**src/shared/wwd_pkg.sv**
```systemverilog
// Constants, field layout and state type of the windowed watchdog timer.
package wwd_pkg;
  // -----------------------------------------------------------------
  // Watchdog configuration register layout
  // -----------------------------------------------------------------
  localparam int          FORCE_EN_BIT   = 7;
  localparam int          WIN_DIS_BIT    = 6;
  localparam int          PRE_SEL_BIT    = 4;
  localparam int          POST_MSB       = 3;
  localparam int          POST_LSB       = 0;
  localparam logic [7:0]  CFG_RESET      = 8'hdf;  // Unprogrammed bits read as one.
  localparam logic [7:0]  CFG_IMPL_MASK  = 8'hdf;  // Bit 5 is unimplemented.
  // -----------------------------------------------------------------
  // Reset control register bit positions
  // -----------------------------------------------------------------
  localparam int          RST_CTL_SW_EN_BIT = 5;
  localparam int          RST_CTL_FLAG_BIT  = 4;
  localparam int          RST_CTL_SLEEP_BIT = 3;
  localparam int          RST_CTL_IDLE_BIT  = 2;
  // -----------------------------------------------------------------
  // Timing
  // -----------------------------------------------------------------
  localparam int          RC_NOM_HZ      = 32000;
  localparam int          PRE_DIV_SHORT  = 32;
  localparam int          PRE_DIV_LONG   = 128;
  localparam int          BASE_SHORT_US  = 1000;
  localparam int          BASE_LONG_US   = 4000;
  localparam int          CNT_W          = 23;
  localparam logic [22:0] CNT_ZERO       = 23'h000000;
  // Power-save state of the device.
  typedef enum logic [1:0] {WWD_RUN, WWD_SLEEP, WWD_IDLE} wwd_mode_t;
endpackage

```
**src/rtl/wwd_low_power_rc_clock_sync.sv**
```systemverilog
// Synchroniser and rising-edge detector for the low-power RC clock pin.
`timescale 1ns/1ps
module wwd_rc_sync (
  input  wire logic clock,
  input  wire logic rst_n,
  input  wire logic low_power_rc_clock,
  output logic      rc_rise
);
  logic sync1_r;
  logic sync2_r;
  logic sync3_r;

  // Two flops guard against metastability; the edge is taken after them.
  // The flops reset high, so a pin that is already high at release gives no false edge.
  always_ff @(posedge clock)
  begin
    if (!rst_n)
    begin
      sync1_r <= 1'b1;
      sync2_r <= 1'b1;
      sync3_r <= 1'b1;
      rc_rise <= 1'b0;
    end
    else
    begin
      sync1_r <= low_power_rc_clock;
      sync2_r <= sync1_r;
      sync3_r <= sync2_r;
      rc_rise <= sync2_r & ~sync3_r;
    end
  end
endmodule // wwd_rc_sync

```
**src/rtl/wwd_watchdog.sv**
```systemverilog
// Windowed watchdog timer with prescaler, postscaler and power-save wake.
`timescale 1ns/1ps
module wwd_watchdog (
  input  wire logic        clock,
  input  wire logic        rst_n,              // Power-on reset.
  input  wire logic        low_power_rc_clock, // RC oscillator pin.
  input  wire logic        sys_reset,          // Any other device reset.
  input  wire logic        cfg_wr,
  input  wire logic [7:0]  cfg_wdata,
  input  wire logic        rst_ctl_wr,
  input  wire logic [7:0]  rst_ctl_wdata,
  input  wire logic        watchdog_clear_instruction,
  input  wire logic        power_save_instruction,
  input  wire logic        power_save_idle,    // Selects idle over sleep.
  input  wire logic        power_save_exit,    // Wake by another source.
  input  wire logic        clock_switch_done,
  output logic [7:0]       cfg_rdata,
  output logic [7:0]       rst_ctl_rdata,
  output logic             cfg_locked,
  output logic             low_power_rc_enable,
  output logic             wdt_running,
  output logic             wdt_reset,
  output logic             wdt_wake
);
  // -----------------------------------------------------------------
  // Declarations
  // -----------------------------------------------------------------
  logic                 rc_rise;
  logic [7:0]           cfg_r;
  logic                 sw_en_r;
  logic                 flag_r;
  logic                 sleep_st_r;
  logic                 idle_st_r;
  logic [22:0]          cnt_r;
  logic [22:0]          cnt_nxt;
  wwd_pkg::wwd_mode_t   mode_r;
  logic                 dev_reset;
  logic                 enabled;
  logic [22:0]          period;
  logic                 timeout;
  logic                 early_clear;
  logic                 run_clear;

  // Total count in RC edges: prescale times a power-of-two postscale.
  function automatic logic [22:0] wwd_period(input logic pre, input logic [3:0] post);
    logic [22:0] base;
    base = pre ? 23'(wwd_pkg::PRE_DIV_LONG) : 23'(wwd_pkg::PRE_DIV_SHORT);
    return base << post;
  endfunction

  wwd_rc_sync i_wwd_rc_sync (
    .clock              (clock),
    .rst_n              (rst_n),
    .low_power_rc_clock (low_power_rc_clock),
    .rc_rise            (rc_rise)
  );

  // -----------------------------------------------------------------
  // Derived control
  // -----------------------------------------------------------------
  // A watchdog reset acts back on this block like any other device reset.
  assign dev_reset = sys_reset | wdt_reset;
  assign enabled   = cfg_r[wwd_pkg::FORCE_EN_BIT] | sw_en_r;
  assign low_power_rc_enable = enabled;
  assign wdt_running         = enabled;
  assign period    = wwd_period(cfg_r[wwd_pkg::PRE_SEL_BIT],
                                cfg_r[wwd_pkg::POST_MSB:wwd_pkg::POST_LSB]);
  assign timeout   = enabled & rc_rise & (cnt_r == period - 23'h000001);
  assign run_clear = watchdog_clear_instruction & (mode_r == wwd_pkg::WWD_RUN);
  assign early_clear = run_clear & enabled & ~cfg_r[wwd_pkg::WIN_DIS_BIT]
                     & (cnt_r < period - (period >> 2));
  assign cfg_rdata     = cfg_r & wwd_pkg::CFG_IMPL_MASK;
  assign rst_ctl_rdata = {2'h0, sw_en_r, flag_r, sleep_st_r, idle_st_r, 2'h0};

  // -----------------------------------------------------------------
  // Configuration register
  // -----------------------------------------------------------------
  // write once per power cycle
  always_ff @(posedge clock)
  begin
    if (!rst_n)
    begin
      cfg_r      <= wwd_pkg::CFG_RESET;
      cfg_locked <= 1'b0;
    end
    else if (cfg_wr && !cfg_locked)
    begin
      cfg_r      <= cfg_wdata & wwd_pkg::CFG_IMPL_MASK;
      cfg_locked <= 1'b1;
    end
  end

  // -----------------------------------------------------------------
  // Software enable bit
  // -----------------------------------------------------------------
  // cleared on device reset
  always_ff @(posedge clock)
  begin
    if (!rst_n || dev_reset)
      sw_en_r <= 1'b0;
    else if (rst_ctl_wr)
      sw_en_r <= rst_ctl_wdata[wwd_pkg::RST_CTL_SW_EN_BIT];
  end

  // -----------------------------------------------------------------
  // Sticky timeout flag; a new timeout beats a same-cycle clear.
  // -----------------------------------------------------------------
  // sticky flag
  always_ff @(posedge clock)
  begin
    if (!rst_n)
      flag_r <= 1'b0;
    else if (timeout)
      flag_r <= 1'b1;
    else if (rst_ctl_wr && !rst_ctl_wdata[wwd_pkg::RST_CTL_FLAG_BIT])
      flag_r <= 1'b0;
  end

  // -----------------------------------------------------------------
  // Sleep and idle status: set on entry, left for software to clear.
  // -----------------------------------------------------------------
  // software clears status
  always_ff @(posedge clock)
  begin
    if (!rst_n)
    begin
      sleep_st_r <= 1'b0;
      idle_st_r  <= 1'b0;
    end
    else
    begin
      if (power_save_instruction && mode_r == wwd_pkg::WWD_RUN && !power_save_idle)
        sleep_st_r <= 1'b1;
      else if (rst_ctl_wr && !rst_ctl_wdata[wwd_pkg::RST_CTL_SLEEP_BIT])
        sleep_st_r <= 1'b0;
      if (power_save_instruction && mode_r == wwd_pkg::WWD_RUN && power_save_idle)
        idle_st_r <= 1'b1;
      else if (rst_ctl_wr && !rst_ctl_wdata[wwd_pkg::RST_CTL_IDLE_BIT])
        idle_st_r <= 1'b0;
    end
  end

  // -----------------------------------------------------------------
  // Power-save mode tracking
  // -----------------------------------------------------------------
  always_ff @(posedge clock)
  begin
    if (!rst_n || dev_reset)
      mode_r <= wwd_pkg::WWD_RUN;
    else
    begin
      case (mode_r)
        wwd_pkg::WWD_RUN:
          if (power_save_instruction)
            mode_r <= power_save_idle ? wwd_pkg::WWD_IDLE : wwd_pkg::WWD_SLEEP;
        wwd_pkg::WWD_SLEEP,
        wwd_pkg::WWD_IDLE:
          if (timeout || power_save_exit)
            mode_r <= wwd_pkg::WWD_RUN;
        default:
          mode_r <= wwd_pkg::WWD_RUN;
      endcase
    end
  end

  // -----------------------------------------------------------------
  // Combined prescaler and postscaler count
  // -----------------------------------------------------------------
  // One counter serves both stages, since both always clear together.
  always_comb
  begin
    cnt_nxt = cnt_r;
    if (!enabled || timeout)
      cnt_nxt = wwd_pkg::CNT_ZERO;
    else if (rc_rise)
      cnt_nxt = cnt_r + 23'h000001;
    if (dev_reset || clock_switch_done || run_clear
        || (power_save_instruction && mode_r == wwd_pkg::WWD_RUN)
        || (power_save_exit && mode_r != wwd_pkg::WWD_RUN))
      cnt_nxt = wwd_pkg::CNT_ZERO;
  end

  always_ff @(posedge clock)
  begin
    if (!rst_n)
      cnt_r <= wwd_pkg::CNT_ZERO;
    else
      cnt_r <= cnt_nxt;
  end

  // -----------------------------------------------------------------
  // Reset and wake pulses
  // -----------------------------------------------------------------
  // reset or wake
  always_ff @(posedge clock)
  begin
    if (!rst_n)
    begin
      wdt_reset <= 1'b0;
      wdt_wake  <= 1'b0;
    end
    else
    begin
      wdt_reset <= ~wdt_reset & ((timeout && mode_r == wwd_pkg::WWD_RUN) || early_clear);
      wdt_wake  <= timeout && mode_r != wwd_pkg::WWD_RUN;
    end
  end

  // -----------------------------------------------------------------
  // Assertions
  // -----------------------------------------------------------------
  property p_force_on;
    @(posedge clock) disable iff (!rst_n)
      cfg_r[wwd_pkg::FORCE_EN_BIT] |-> low_power_rc_enable && wdt_running;
  endproperty
  a_force_on: assert property (p_force_on) else $error("forced watchdog not running");

  property p_sw_gate;
    @(posedge clock) disable iff (!rst_n)
      !cfg_r[wwd_pkg::FORCE_EN_BIT] && !sw_en_r |-> !wdt_running ##1 cnt_r == 23'h000000;
  endproperty
  a_sw_gate: assert property (p_sw_gate) else $error("disabled watchdog counting");

  property p_reset_clears_en;
    @(posedge clock) disable iff (!rst_n)
      sys_reset |=> !sw_en_r;
  endproperty
  a_reset_clears_en: assert property (p_reset_clears_en) else $error("enable survived reset");

  property p_run_timeout;
    @(posedge clock) disable iff (!rst_n)
      timeout && mode_r == wwd_pkg::WWD_RUN && !wdt_reset |=> wdt_reset && flag_r ##1 !wdt_reset;
  endproperty
  a_run_timeout: assert property (p_run_timeout) else $error("timeout gave no reset");

  property p_early_clear;
    @(posedge clock) disable iff (!rst_n)
      run_clear && enabled && !cfg_r[wwd_pkg::WIN_DIS_BIT] && !wdt_reset
      && (cnt_r < period - (period >> 2)) |=> wdt_reset;
  endproperty
  a_early_clear: assert property (p_early_clear) else $error("early clear not punished");

  property p_no_window;
    @(posedge clock) disable iff (!rst_n)
      run_clear && cfg_r[wwd_pkg::WIN_DIS_BIT] && !timeout |=> !wdt_reset && cnt_r == 23'h000000;
  endproperty
  a_no_window: assert property (p_no_window) else $error("clear misbehaved out of window");

  property p_sleep_wake;
    @(posedge clock) disable iff (!rst_n)
      timeout && mode_r != wwd_pkg::WWD_RUN |=> wdt_wake && !wdt_reset && mode_r == wwd_pkg::WWD_RUN;
  endproperty
  a_sleep_wake: assert property (p_sleep_wake) else $error("sleep timeout did not wake");

  property p_flag_sticky;
    @(posedge clock) disable iff (!rst_n)
      flag_r && !rst_ctl_wr |=> flag_r;
  endproperty
  a_flag_sticky: assert property (p_flag_sticky) else $error("flag dropped by itself");

  property p_cfg_once;
    @(posedge clock) disable iff (!rst_n)
      cfg_locked |=> $stable(cfg_r) && cfg_locked;
  endproperty
  a_cfg_once: assert property (p_cfg_once) else $error("config changed after lock");

  property p_psave_zero;
    @(posedge clock) disable iff (!rst_n)
      power_save_instruction && mode_r == wwd_pkg::WWD_RUN |=> cnt_r == 23'h000000;
  endproperty
  a_psave_zero: assert property (p_psave_zero) else $error("power save kept count");

  property p_prescale;
    @(posedge clock) disable iff (!rst_n)
      1'b1 |-> period == (cfg_r[wwd_pkg::PRE_SEL_BIT] ? 23'h000080 : 23'h000020)
                         << cfg_r[wwd_pkg::POST_MSB:wwd_pkg::POST_LSB];
  endproperty
  a_prescale: assert property (p_prescale) else $error("wrong period");

  c_run_reset:  cover property (@(posedge clock) disable iff (!rst_n) wdt_reset && !early_clear);
  c_early:      cover property (@(posedge clock) disable iff (!rst_n) early_clear);
  c_wake:       cover property (@(posedge clock) disable iff (!rst_n) wdt_wake);
endmodule // wwd_watchdog

```
**config.mk**
```make
export PLATFORM = sky130hd
export DESIGN_NAME = wwd_watchdog
export DESIGN_NICKNAME = d
export VERILOG_FILES = /design/src/shared/wwd_pkg.sv /design/src/rtl/wwd_low_power_rc_clock_sync.sv /design/src/rtl/wwd_watchdog.sv
export SDC_FILE = /design/constraint.sdc
export NUM_CORES = 1
export LEC_CHECK = 0
export BUFFER_PORTS_ARGS = -buffer_cell sky130_fd_sc_hd__buf_2
export CAP_MARGIN = 20
export CORE_UTILIZATION = 50
export DETAILED_ROUTE_END_ITERATION = 16
export HOLD_SLACK_MARGIN = 0.15
export PLACE_DENSITY = 0.7
export SLEW_MARGIN = 25
export SYNTH_ARGS = -nofsm -noshare
export SYNTH_HDL_FRONTEND = slang
export SYNTH_SLANG_ARGS = --single-unit
```
**constraint.sdc**
```tcl
create_clock -name clock -period 4.5 [get_ports clock]
set_clock_uncertainty 0.1 [all_clocks]
set_input_delay 0.225 -clock clock [delete_from_list [all_inputs] [get_ports clock]]
set_output_delay 0.225 -clock clock [all_outputs]
set_load 0.01 [all_outputs]
```
==> results of run 1 <==
[layout make-up]
cell class,instances,area share
Clock buffer,6,0.01429
Clock inverter,1,0.005911
Inverter,28,0.02094
Multi-Input combinational cell,464,0.6453
Sequential cell,43,0.1702
Tap cell,108,0.02660
Timing Repair Buffer,82,0.1167
[power breakdown]
part	internal (mW)	switching (mW)	total [mW]
Clock	0.163	0.132	0.294
Sequential	0.390	0.0116	0.401
Combinational	0.193	0.253	0.446
[worst paths after layout]
check / slack [ns] / cells past startpoint / startpoint / end
max: 0.18 / 20 / cfg_r[1]$_SDFFE_PN1P_ / wdt_reset$_SDFF_PN0_
min: 0.16 / 3 / power_save_instruction / sleep_st_r$_SDFFE_PN0P_
min reg2reg: 0.29 / 1 / i_wwd_rc_sync.sync3_r$_SDFF_PN1_ / i_wwd_rc_sync.rc_rise$_SDFF_PN0_
max reg2reg: 0.18 / 20 / cfg_r[1]$_SDFFE_PN1P_ / wdt_reset$_SDFF_PN0_
[metal layers]
| layer | vias up | part of all wire | wire length, µm |
|---|---|---|---|
| li1 | 2162 | - | - |
| met1 | 2070 | 0.47 | 5607 |
| met2 | 127 | 0.47 | 5648 |
| met3 | 16 | 0.052 | 620 |
| met4 | 0 | 0.012 | 139 |
| met5 | - | 0 | 0 |
[logic make-up after synthesis]
family                   Yosys count
AO/OA/AOI/OAI                    123
XOR/XNOR                          47
adder cells (fa/ha/maj)           39
buffers and inverters             72
flip-flops                        43
multiplexers                       8
other                              1
AND/OR/NAND/NOR                  242
[cells in the mapped netlist, types with 3 or more instances]
cell type  instances  area [µm²]
o22ai_1            7       43.79
nand4b_1           4       35.03
nand3_1           30       150.1
a211o_1            5       43.79
ha_1              38       475.5
nor2_2            10       62.56
clkbuf_1          15       56.30
o211ai_1          10       75.07
buf_6              7       78.83
inv_1             27       101.4
nor4_1             7       43.79
a21o_1            12       90.09
buf_2              8       40.04
and3_1             8       50.05
xor2_1            26       227.7
mux2i_1            8       80.08
nor2b_1           10       62.56
buf_4             13       97.59
and4_1             4       35.03
nor4b_1            5       43.79
a31o_2             4       35.03
or4_4              3       33.78
and4b_1            4       40.04
and2_1             3       18.77
nand4_1           12       75.07
nand2b_1          11       68.82
nor3_1            12       60.06
or2_2              3       18.77
nor2_1            50       187.7
o31ai_1            5       37.54
nand2_1           44       165.2
nand3b_1           5       37.54
xnor2_1           20       175.2
o21ai_0           19       95.09
o21a_1             5       37.54
dfxtp_1           43       860.8
a21oi_1           26       130.1
or3_1              5       31.28
[worst max-delay path, delay by kind of cell, from the launching register on]
kind | cells | cell delay (ns)
compound gates | 9 | 1.55
fa+ha+maj | 2 | 0.56
buf+inv | 3 | 0.37
flops | 1 | 0.39
mux | 1 | 0.36
simple gates | 5 | 0.90
[flip-flops by register name, summed over array words and instances, names as in the netlist]
name,count
cnt_r,23
cfg_r,7
mode_r,2
cfg_locked,1
flag_r,1
i_wwd_rc_sync.rc_rise,1
i_wwd_rc_sync.sync1_r,1
i_wwd_rc_sync.sync2_r,1
i_wwd_rc_sync.sync3_r,1
idle_st_r,1
sleep_st_r,1
sw_en_r,1
wdt_reset,1
wdt_wake,1
[repair_timing]
item | CTS | global route
hold buffers | 23 | 0
gates resized for setup | 0 | 13
setup endpoints to repair | 0 | 1
hold endpoints to repair | 15 | 0
==> results.sh, run 1 <==
export IMPL_status="finished clean"
export IMPL_fillCellCount=799
export IMPL_total_power_mw=1.142
export IMPL_htree_num_levels=2
export IMPL_grt_pass1_vias=4088
export IMPL_insertion_delay_ns=0.30
export IMPL_clkSlewWorstSetupHoldPaths_ns=0.08
export IMPL_preCtsSetupSlack_ns=0.1316
export IMPL_cts_buffers=5
export IMPL_leakagePower_nw=2.178
export IMPL_worstHoldPathType="in2reg"
export IMPL_crit_type="reg2reg"
export IMPL_synth_area_per_cell_um2=7.740
export IMPL_cp_max_fo=6
export IMPL_arrival_ns=4.44
export IMPL_ant_nets=0
export IMPL_yosysSeqAreaShare=0.1934
export IMPL_syn_cell_area_mm2=0.004451
export IMPL_synth_top_flop_cell="dfxtp_1"
export IMPL_gp_congestion=0.8843
export IMPL_num_rows=34
export IMPL_setup_viol=0
export IMPL_die_height_um=96.35
export IMPL_multi_input_area_mm2=0.003278
export IMPL_final_cell_mix="nor2_1, nand2_1, dfxtp_1"
export IMPL_gr_total_overflow=0
export IMPL_clock_sinks=43
export IMPL_synthXorXnorAreaFrac=0.09418
export IMPL_finalCritPeriodShare=0.9598
export IMPL_placed_area_mm2=0.004687
export IMPL_first_pass_iters=7
export IMPL_ir_drop_uv=170.1
export IMPL_syn_to_final_growth_pct=14.14
export IMPL_stdcell_count=732
export IMPL_utilization=0.5854
export IMPL_dp_hpwl_um=9029
export IMPL_seq_area_um2=864.6
export IMPL_drt_iter0_drc=391
export IMPL_worstMarginPinSlew_ns=0.6854
export IMPL_grt_busiest_layer="met2"
export IMPL_slew_violations=0
export IMPL_drv_cap=0
export IMPL_fmax_mhz=231.5
export IMPL_avgViaCountPerCell=5.977
export IMPL_min_period_ns=4.319
export IMPL_ios=48
export IMPL_port_buffers=37
export IMPL_layout_commonest_cell="nor2_1"
export IMPL_synth_top_family_by_area="simple AND/OR/NAND/NOR gates"
export IMPL_postSynthCellCount=575
export IMPL_antenna_found_initial=0
export IMPL_required_ns=4.62
export IMPL_synth_adder_area_share=0.1091
export IMPL_grtUsageMet2=0.4616
export IMPL_synth_compound_area_frac=0.2021
export IMPL_drt_total_wl_um=12020
export IMPL_grt_pass1_wl_um=19520
export IMPL_cts_setup_buffers=0
export IMPL_drc=0
export IMPL_grt_max_degree=34
export IMPL_synth_yosys_warnings=0
export IMPL_initial_core_util=0.5128
export IMPL_finalSetupTns_ns=0
export IMPL_rsz0062_at_grt="no"
export IMPL_grt_util_all_layers=0.2702
export IMPL_die_area_mm2=0.009282
export IMPL_path_common_cell="a21o_1"
export IMPL_drive_gt1_frac=0.1779
export IMPL_wl_per_cell_um=16.42
export IMPL_end_kind="flop"
export IMPL_ys_ff_latch=43
export IMPL_cts_tree="built"
export IMPL_grtUsageMet1=0.3649
export IMPL_startpoint_type="flop"
export IMPL_crit_slowest_cell="dfxtp_2"
export IMPL_path_cells="buf_4 -> and4b_1 -> or2_2 -> nand2_1 -> inv_1 -> ha_1 -> a21o_1 -> a21o_1 -> a21o_1 -> a21o_1 -> a21o_1 -> a211oi_1 -> mux2i_1 -> ha_1 -> o211ai_1 -> nor3_1 -> nor2_1 -> o41ai_1 -> buf_4 -> o22ai_1"
export IMPL_fin_area_mm2=0.005080
export IMPL_clock_root_buffer="clkbuf_8"
export IMPL_dr_total_vias=4375
export IMPL_met3_usage=0.03476
export IMPL_nNetsFinal=689
export IMPL_cp_slowest_stage_delay_ns=0.39
export IMPL_synthSimpleGateAreaFrac=0.2963
export IMPL_hold_ws_ns=0.1619
export IMPL_synth_mux_area_frac=0.01799
export IMPL_worst_slack_ns=0.1810
export IMPL_n_antenna_cell=0
export IMPL_placed_cells=702
export IMPL_power_density_mw_per_mm2=224.7
export IMPL_synth_edf_count=0
export IMPL_async_flop_share=0
export IMPL_ys_types=77
export IMPL_relSlewSlack=0.5421
export IMPL_clk_path_buf_depth=2
export IMPL_die_x_um=96.35
export IMPL_core_mm2=0.008678
export IMPL_hold_viol_final=0
No activity file was read; power rests on OpenSTA's default activity.
==> inputs of run 2 (changes only) <==
--- a/config.mk
+++ b/config.mk
@@ -7,10 +7,11 @@
 export LEC_CHECK = 0
 export BUFFER_PORTS_ARGS = -buffer_cell sky130_fd_sc_hd__buf_2
 export CAP_MARGIN = 20
+export CORE_MARGIN = 2
 export CORE_UTILIZATION = 50
 export DETAILED_ROUTE_END_ITERATION = 16
 export HOLD_SLACK_MARGIN = 0.15
-export PLACE_DENSITY = 0.7
+export PLACE_DENSITY_LB_ADDON = 0.2
 export SLEW_MARGIN = 25
 export SYNTH_ARGS = -nofsm -noshare
 export SYNTH_HDL_FRONTEND = slang
==> results.sh, run 2 (synthesized netlist as in run 1, its figures left out) <==
export IMPL_relSlewSlack=0.5587
export IMPL_min_period_ns=4.308
export IMPL_port_buffers=37
export IMPL_insertion_delay_ns=0.30
export IMPL_ir_drop_uv=166.1
export IMPL_status="finished clean"
export IMPL_htree_num_levels=2
export IMPL_top_regs="cnt_r x23, cfg_r x7, mode_r x2"
export IMPL_finalSetupTns_ns=0
export IMPL_drc=0
export IMPL_gp_congestion=0.9057
export IMPL_drive_gt1_frac=0.1940
export IMPL_placed_area_mm2=0.004682
export IMPL_arrival_ns=4.44
export IMPL_clock_sinks=43
export IMPL_drt_total_wl_um=12220
export IMPL_dr_total_vias=4430
export IMPL_crit_end="wdt_reset$_SDFF_PN0_"
export IMPL_preCtsSetupSlack_ns=0.07514
export IMPL_drv_cap=0
export IMPL_ios=48
export IMPL_wl_per_cell_um=16.58
export IMPL_crit_start="cfg_r[1]$_SDFFE_PN1P_"
export IMPL_power_density_mw_per_mm2=226.3
export IMPL_ant_nets=0
export IMPL_stdcell_count=737
export IMPL_die_x_um=98.35
export IMPL_worstHoldPathType="in2reg"
export IMPL_cts_buffers=5
export IMPL_die_area_mm2=0.009672
export IMPL_worstReg2RegStart="cfg_r[1]$_SDFFE_PN1P_"
export IMPL_reg2reg_depth=20
export IMPL_hold_viol_final=0
export IMPL_grt_util_all_layers=0.2509
export IMPL_dp_hpwl_um=9227
export IMPL_ff2ff_setup_slack_ns=0.19
export IMPL_fin_area_mm2=0.005131
export IMPL_grt_pass1_wl_um=20130
export IMPL_crit_slowest_cell="a2111o_1"
export IMPL_slew_violations=0
export IMPL_hold_ws_ns=0.1783
export IMPL_leakagePower_nw=2.207
export IMPL_avgViaCountPerCell=6.011
export IMPL_fillCellCount=822
export IMPL_drt_iter0_drc=385
export IMPL_worst_slack_ns=0.1917
export IMPL_cp_slowest_stage_delay_ns=0.44
export IMPL_gr_total_overflow=0
export IMPL_cts_tree="built"
export IMPL_worstMarginPinSlew_ns=0.6607
export IMPL_path_cells="nor4_2 -> buf_4 -> nand2_1 -> inv_1 -> ha_1 -> a21o_1 -> a31o_2 -> a2111o_1 -> nand4_1 -> nand2_2 -> nor4b_2 -> nor3_2 -> ha_1 -> o21a_1 -> o211ai_1 -> nor3_2 -> nor2_1 -> o41ai_2 -> buf_4 -> o22ai_1"
export IMPL_largest_register="cnt_r"
export IMPL_num_rows=34
export IMPL_first_pass_iters=5
export IMPL_n_antenna_cell=0
export IMPL_crit_type="reg2reg"
export IMPL_multi_input_area_mm2=0.003296
export IMPL_die_height_um=98.35
export IMPL_core_mm2=0.008678
export IMPL_cp_max_fo=6
export IMPL_antenna_found_initial=0
export IMPL_initial_core_util=0.5128
export IMPL_syn_to_final_growth_pct=15.29
export IMPL_finalCritPeriodShare=0.9574
export IMPL_placed_cells=703
export IMPL_r2r_end="wdt_reset$_SDFF_PN0_"
export IMPL_seq_area_um2=873.3
export IMPL_nNetsFinal=694
export IMPL_grt_pass1_vias=4132
export IMPL_clkSlewWorstSetupHoldPaths_ns=0.09
export IMPL_fmax_mhz=232.1
export IMPL_setup_viol=0
export IMPL_end_kind="flop"
export IMPL_clock_root_buffer="clkbuf_8"
export IMPL_required_ns=4.63
export IMPL_layout_commonest_cell="nor2_1"
export IMPL_clk_path_buf_depth=2
export IMPL_largest_reg_flops=23
export IMPL_startpoint_type="flop"
export IMPL_grt_max_degree=30
export IMPL_final_cell_mix="nor2_1, nand2_1, dfxtp_1"
==> run 2: cell types whose count changed in the layout (fill, tap and decap cells not counted), moves of 2 or more <==
cell | before | now
dfxtp_4 | 0 | 3
nor3_2 | 0 | 2
buf_4 | 21 | 27
nor3_1 | 12 | 10
dfxtp_2 | 3 | 1
==> run 2: critical path, delay by kind of cell (launching register included) <==
kind	cells	cell delay, ns
buffers and inverters	3	0.39
adder cells (fa/ha/maj)	2	0.55
AO/OA/AOI/OAI	7	1.55
AND/OR/NAND/NOR	8	1.26
flip-flops	1	0.39
==> run 2: worst min path at each step <==
stage | start | end | slack (ns) | depth (start not counted)
2_1_floorplan | rst_n | i_wwd_rc_sync.sync1_r$_SDFF_PN1_ | 0.20 | 1
3_3_place_gp | i_wwd_rc_sync.sync3_r$_SDFF_PN1_ | i_wwd_rc_sync.rc_rise$_SDFF_PN0_ | 0.28 | 1
3_5_place_dp | i_wwd_rc_sync.sync3_r$_SDFF_PN1_ | i_wwd_rc_sync.rc_rise$_SDFF_PN0_ | 0.28 | 1
4_1_cts | rst_ctl_wdata[5] | sw_en_r$_SDFFE_PP0P_ | 0.17 | 3
5_1_grt | rst_ctl_wdata[5] | sw_en_r$_SDFFE_PP0P_ | 0.21 | 3
6_report | rst_ctl_wdata[5] | sw_en_r$_SDFFE_PP0P_ | 0.18 | 3
==> run 2: final cells by class <==
type | count | area share
multi-input combinational | 464 | 0.6423
sequential | 43 | 0.1702
timing repair buffer | 87 | 0.1205
tap | 108 | 0.02634
inverter | 28 | 0.02073
clock buffer | 6 | 0.01414
clock inverter | 1 | 0.005852
==> run 2: repair_timing <==
action                                  in CTS  in global routing
hold buffers                                23                  0
gates resized for setup                      0                 21
endpoints found under the setup margin       0                  1
hold endpoints to repair                    15                  0
buffers inserted                             0                  4
==> run 2: metrics by stage <==
| step | util | total power [mW] |
|---|---|---|
| after global placement | 0.5395 | 0.8116 |
| after CTS | 0.5779 | 1.137 |
| after global routing | 0.5913 | 1.229 |
| after floorplan | - | 0.7241 |
| after detailed placement | 0.5395 | 0.8232 |
| final | 0.5913 | 1.161 |
==> run 2: metal layers <==
layer	track usage	wire length, µm	vias up
li1	-	-	2168
met1	0.3481	5616	2104
met2	0.4192	5839	146
met3	0.04295	673	12
met4	0.03583	93	0
met5	0	0	-
==> run 2: report_power, final <==
group / internal (mW) / switching, mW
registers: 0.389 / 0.0121
clock network: 0.163 / 0.138
logic: 0.198 / 0.260
==> inputs of run 3 (changes only) <==
--- a/config.mk
+++ b/config.mk
@@ -7,8 +7,10 @@
 export LEC_CHECK = 0
 export BUFFER_PORTS_ARGS = -buffer_cell sky130_fd_sc_hd__buf_2
 export CAP_MARGIN = 20
+export CELL_PAD_IN_SITES_DETAIL_PLACEMENT = 0
+export CELL_PAD_IN_SITES_GLOBAL_PLACEMENT = 1
 export CORE_MARGIN = 2
-export CORE_UTILIZATION = 50
+export CORE_UTILIZATION = 45
 export DETAILED_ROUTE_END_ITERATION = 16
 export HOLD_SLACK_MARGIN = 0.15
 export PLACE_DENSITY_LB_ADDON = 0.2
==> results.sh, run 3 (synthesized netlist as in run 1, its figures left out) <==
export IMPL_reg2reg_depth=19
export IMPL_p_int_mw=0.7749
export IMPL_drt_iter0_drc=290
export IMPL_min_period_ns=4.338
export IMPL_fillCellCount=932
export IMPL_stdcell_count=765
export IMPL_wl_per_cell_um=16.15
export IMPL_die_x_um=103.5
export IMPL_cp_slowest_stage_delay_ns=0.38
export IMPL_cts_buffers=5
export IMPL_dp_hpwl_um=9465
export IMPL_worstHoldPathType="in2reg"
export IMPL_startpoint_type="flop"
export IMPL_n_antenna_cell=0
export IMPL_hold_viol_final=0
export IMPL_met2RoutedLength_um=5819
export IMPL_slew_violations=0
export IMPL_gr_total_overflow=0
export IMPL_final_cell_mix="nor2_1, nand2_1, dfxtp_1"
export IMPL_multi_input_area_mm2=0.003307
export IMPL_hold_depth=3
export IMPL_dr_total_vias=4332
export IMPL_initial_core_util=0.4596
export IMPL_layout_commonest_cell="nor2_1"
export IMPL_grt_util_all_layers=0.2423
export IMPL_p_sw_frac=0.3470
export IMPL_finalCritPeriodShare=0.9641
export IMPL_fmax_mhz=230.5
export IMPL_drv_cap=0
export IMPL_grt_max_degree=27
export IMPL_path_common_cell="a21o_1"
export IMPL_wl_met3_um=484
export IMPL_gp_congestion=0.9336
export IMPL_crit_start="cfg_r[1]$_SDFFE_PN1P_"
export IMPL_largest_reg_flops=23
export IMPL_nNetsFinal=696
export IMPL_top_layer="met4"
export IMPL_min_from="power_save_instruction"
export IMPL_required_ns=4.59
export IMPL_cp_max_fo=6
export IMPL_drt_total_wl_um=12350
export IMPL_largest_register="cnt_r"
export IMPL_clk_path_buf_depth=2
export IMPL_htree_num_levels=2
export IMPL_clock_sinks=43
export IMPL_power_switching_mw=0.4117
export IMPL_avgViaCountPerCell=5.663
export IMPL_worstReg2RegStart="cfg_r[1]$_SDFFE_PN1P_"
export IMPL_ant_nets=0
export IMPL_p_clk_frac=0.267
export IMPL_hold_ws_ns=0.1595
export IMPL_ff2ff_setup_slack_ns=0.16
export IMPL_antenna_found_initial=0
export IMPL_ir_drop_uv=136.7
export IMPL_die_height_um=103.5
export IMPL_wl_met1_um=5878
export IMPL_leakagePower_nw=2.239
export IMPL_drc=0
export IMPL_placed_cells=732
export IMPL_clkSlewWorstSetupHoldPaths_ns=0.08
export IMPL_status="finished clean"
export IMPL_insertion_delay_ns=0.30
export IMPL_drive_gt1_frac=0.2009
export IMPL_crit_type="reg2reg"
export IMPL_path_cells="buf_4 -> and4b_1 -> or2_2 -> nand2_1 -> inv_1 -> ha_1 -> a21o_1 -> a21o_1 -> a21o_1 -> a21o_1 -> a21o_1 -> a211oi_1 -> mux2i_1 -> ha_1 -> o211ai_1 -> buf_4 -> o41ai_2 -> buf_4 -> o22ai_1"
export IMPL_relSlewSlack=0.5664
export IMPL_ios=48
export IMPL_cts_tree="built"
export IMPL_die_area_mm2=0.01070
export IMPL_clock_root_buffer="clkbuf_8"
export IMPL_whs_endpoint="sleep_st_r$_SDFFE_PN0P_"
export IMPL_port_buffers=37
export IMPL_num_rows=36
export IMPL_top_regs="cnt_r x23, cfg_r x7, mode_r x2"
export IMPL_power_density_mw_per_mm2=227.7
export IMPL_arrival_ns=4.43
export IMPL_setup_viol=0
export IMPL_first_pass_iters=5
export IMPL_syn_to_final_growth_pct=17.09
export IMPL_seqPwrFrac=0.338
export IMPL_worstMarginPinSlew_ns=0.6491
export IMPL_grt_pass1_wl_um=20340
export IMPL_seq_area_um2=870.8
export IMPL_comb_power_share=0.395
export IMPL_core_mm2=0.009684
export IMPL_end_kind="flop"
export IMPL_grt_pass1_vias=4109
export IMPL_crit_slowest_cell="dfxtp_4"
export IMPL_r2r_end="wdt_reset$_SDFF_PN0_"
[run 3: timing repair]
item	CTS	global route
hold endpoints to repair	15	0
endpoints found under the setup margin	1	1
resized for setup	1	20
hold buffers	22	0
setup buffers	0	3
pin swaps	0	6
[run 3: worst max-delay path by stage]
stage | to | slack (ns) | cells after the start
after floorplan | wdt_reset$_SDFF_PN0_ | 0.26 | 20
after global placement | wdt_reset$_SDFF_PN0_ | 0.06 | 16
after global routing | wdt_reset$_SDFF_PN0_ | -0.005 | 20
final | wdt_reset$_SDFF_PN0_ | 0.16 | 19
after CTS | wdt_reset$_SDFF_PN0_ | 0.03 | 19
after detailed placement | wdt_reset$_SDFF_PN0_ | 0.04 | 17
[run 3: metrics by stage]
stage                     setup TNS (ns)    util  power [mW]  cell area [µm²]  worst slack (ns)
after floorplan                        0       -      0.7241             4466            0.2630
after detailed placement               0  0.4911      0.8320             4756           0.03510
after CTS                              0  0.5261       1.165             5095           0.03147
final                                  0  0.5381       1.187             5211            0.1616
after global placement                 0  0.4911      0.8233             4756           0.06252
after global routing           -0.004931  0.5381       1.261             5211         -0.004931
[run 3: cell type report]
| class | count | area share |
|---|---|---|
| clock inverters | 2 | 0.006723 |
| clock buffers | 6 | 0.01585 |
| inverters | 28 | 0.02041 |
| multi-input cells | 464 | 0.6346 |
| repair buffers | 89 | 0.1234 |
| flip-flops and latches | 43 | 0.1671 |
| well taps | 133 | 0.03193 |
[run 3: power groups by stage]
stage | Clock (mW) | Combinational, mW | Sequential [mW]
after detailed placement | 0 | 0.423 | 0.409
after CTS | 0.323 | 0.441 | 0.401
after floorplan | 0 | 0.318 | 0.406
after global placement | 0 | 0.414 | 0.409
after global routing | 0.344 | 0.513 | 0.403
final | 0.317 | 0.468 | 0.401
[run 3: routing by layer]
layer	vias to the layer above	GRT usage
met5	-	0
met4	0	0.05870
met3	16	0.04032
met2	99	0.3975
met1	2051	0.3322
li1	2166	-
[run 3: critical path: cells and delay by family (launching register included)]
family	cells	cell delay, ns
buffers and inverters	4	0.54
DFF	1	0.38
AOI/OAI and AO/OA	9	1.78
adders and majority gates	2	0.45
muxes	1	0.32
and+or+nand+nor	3	0.69
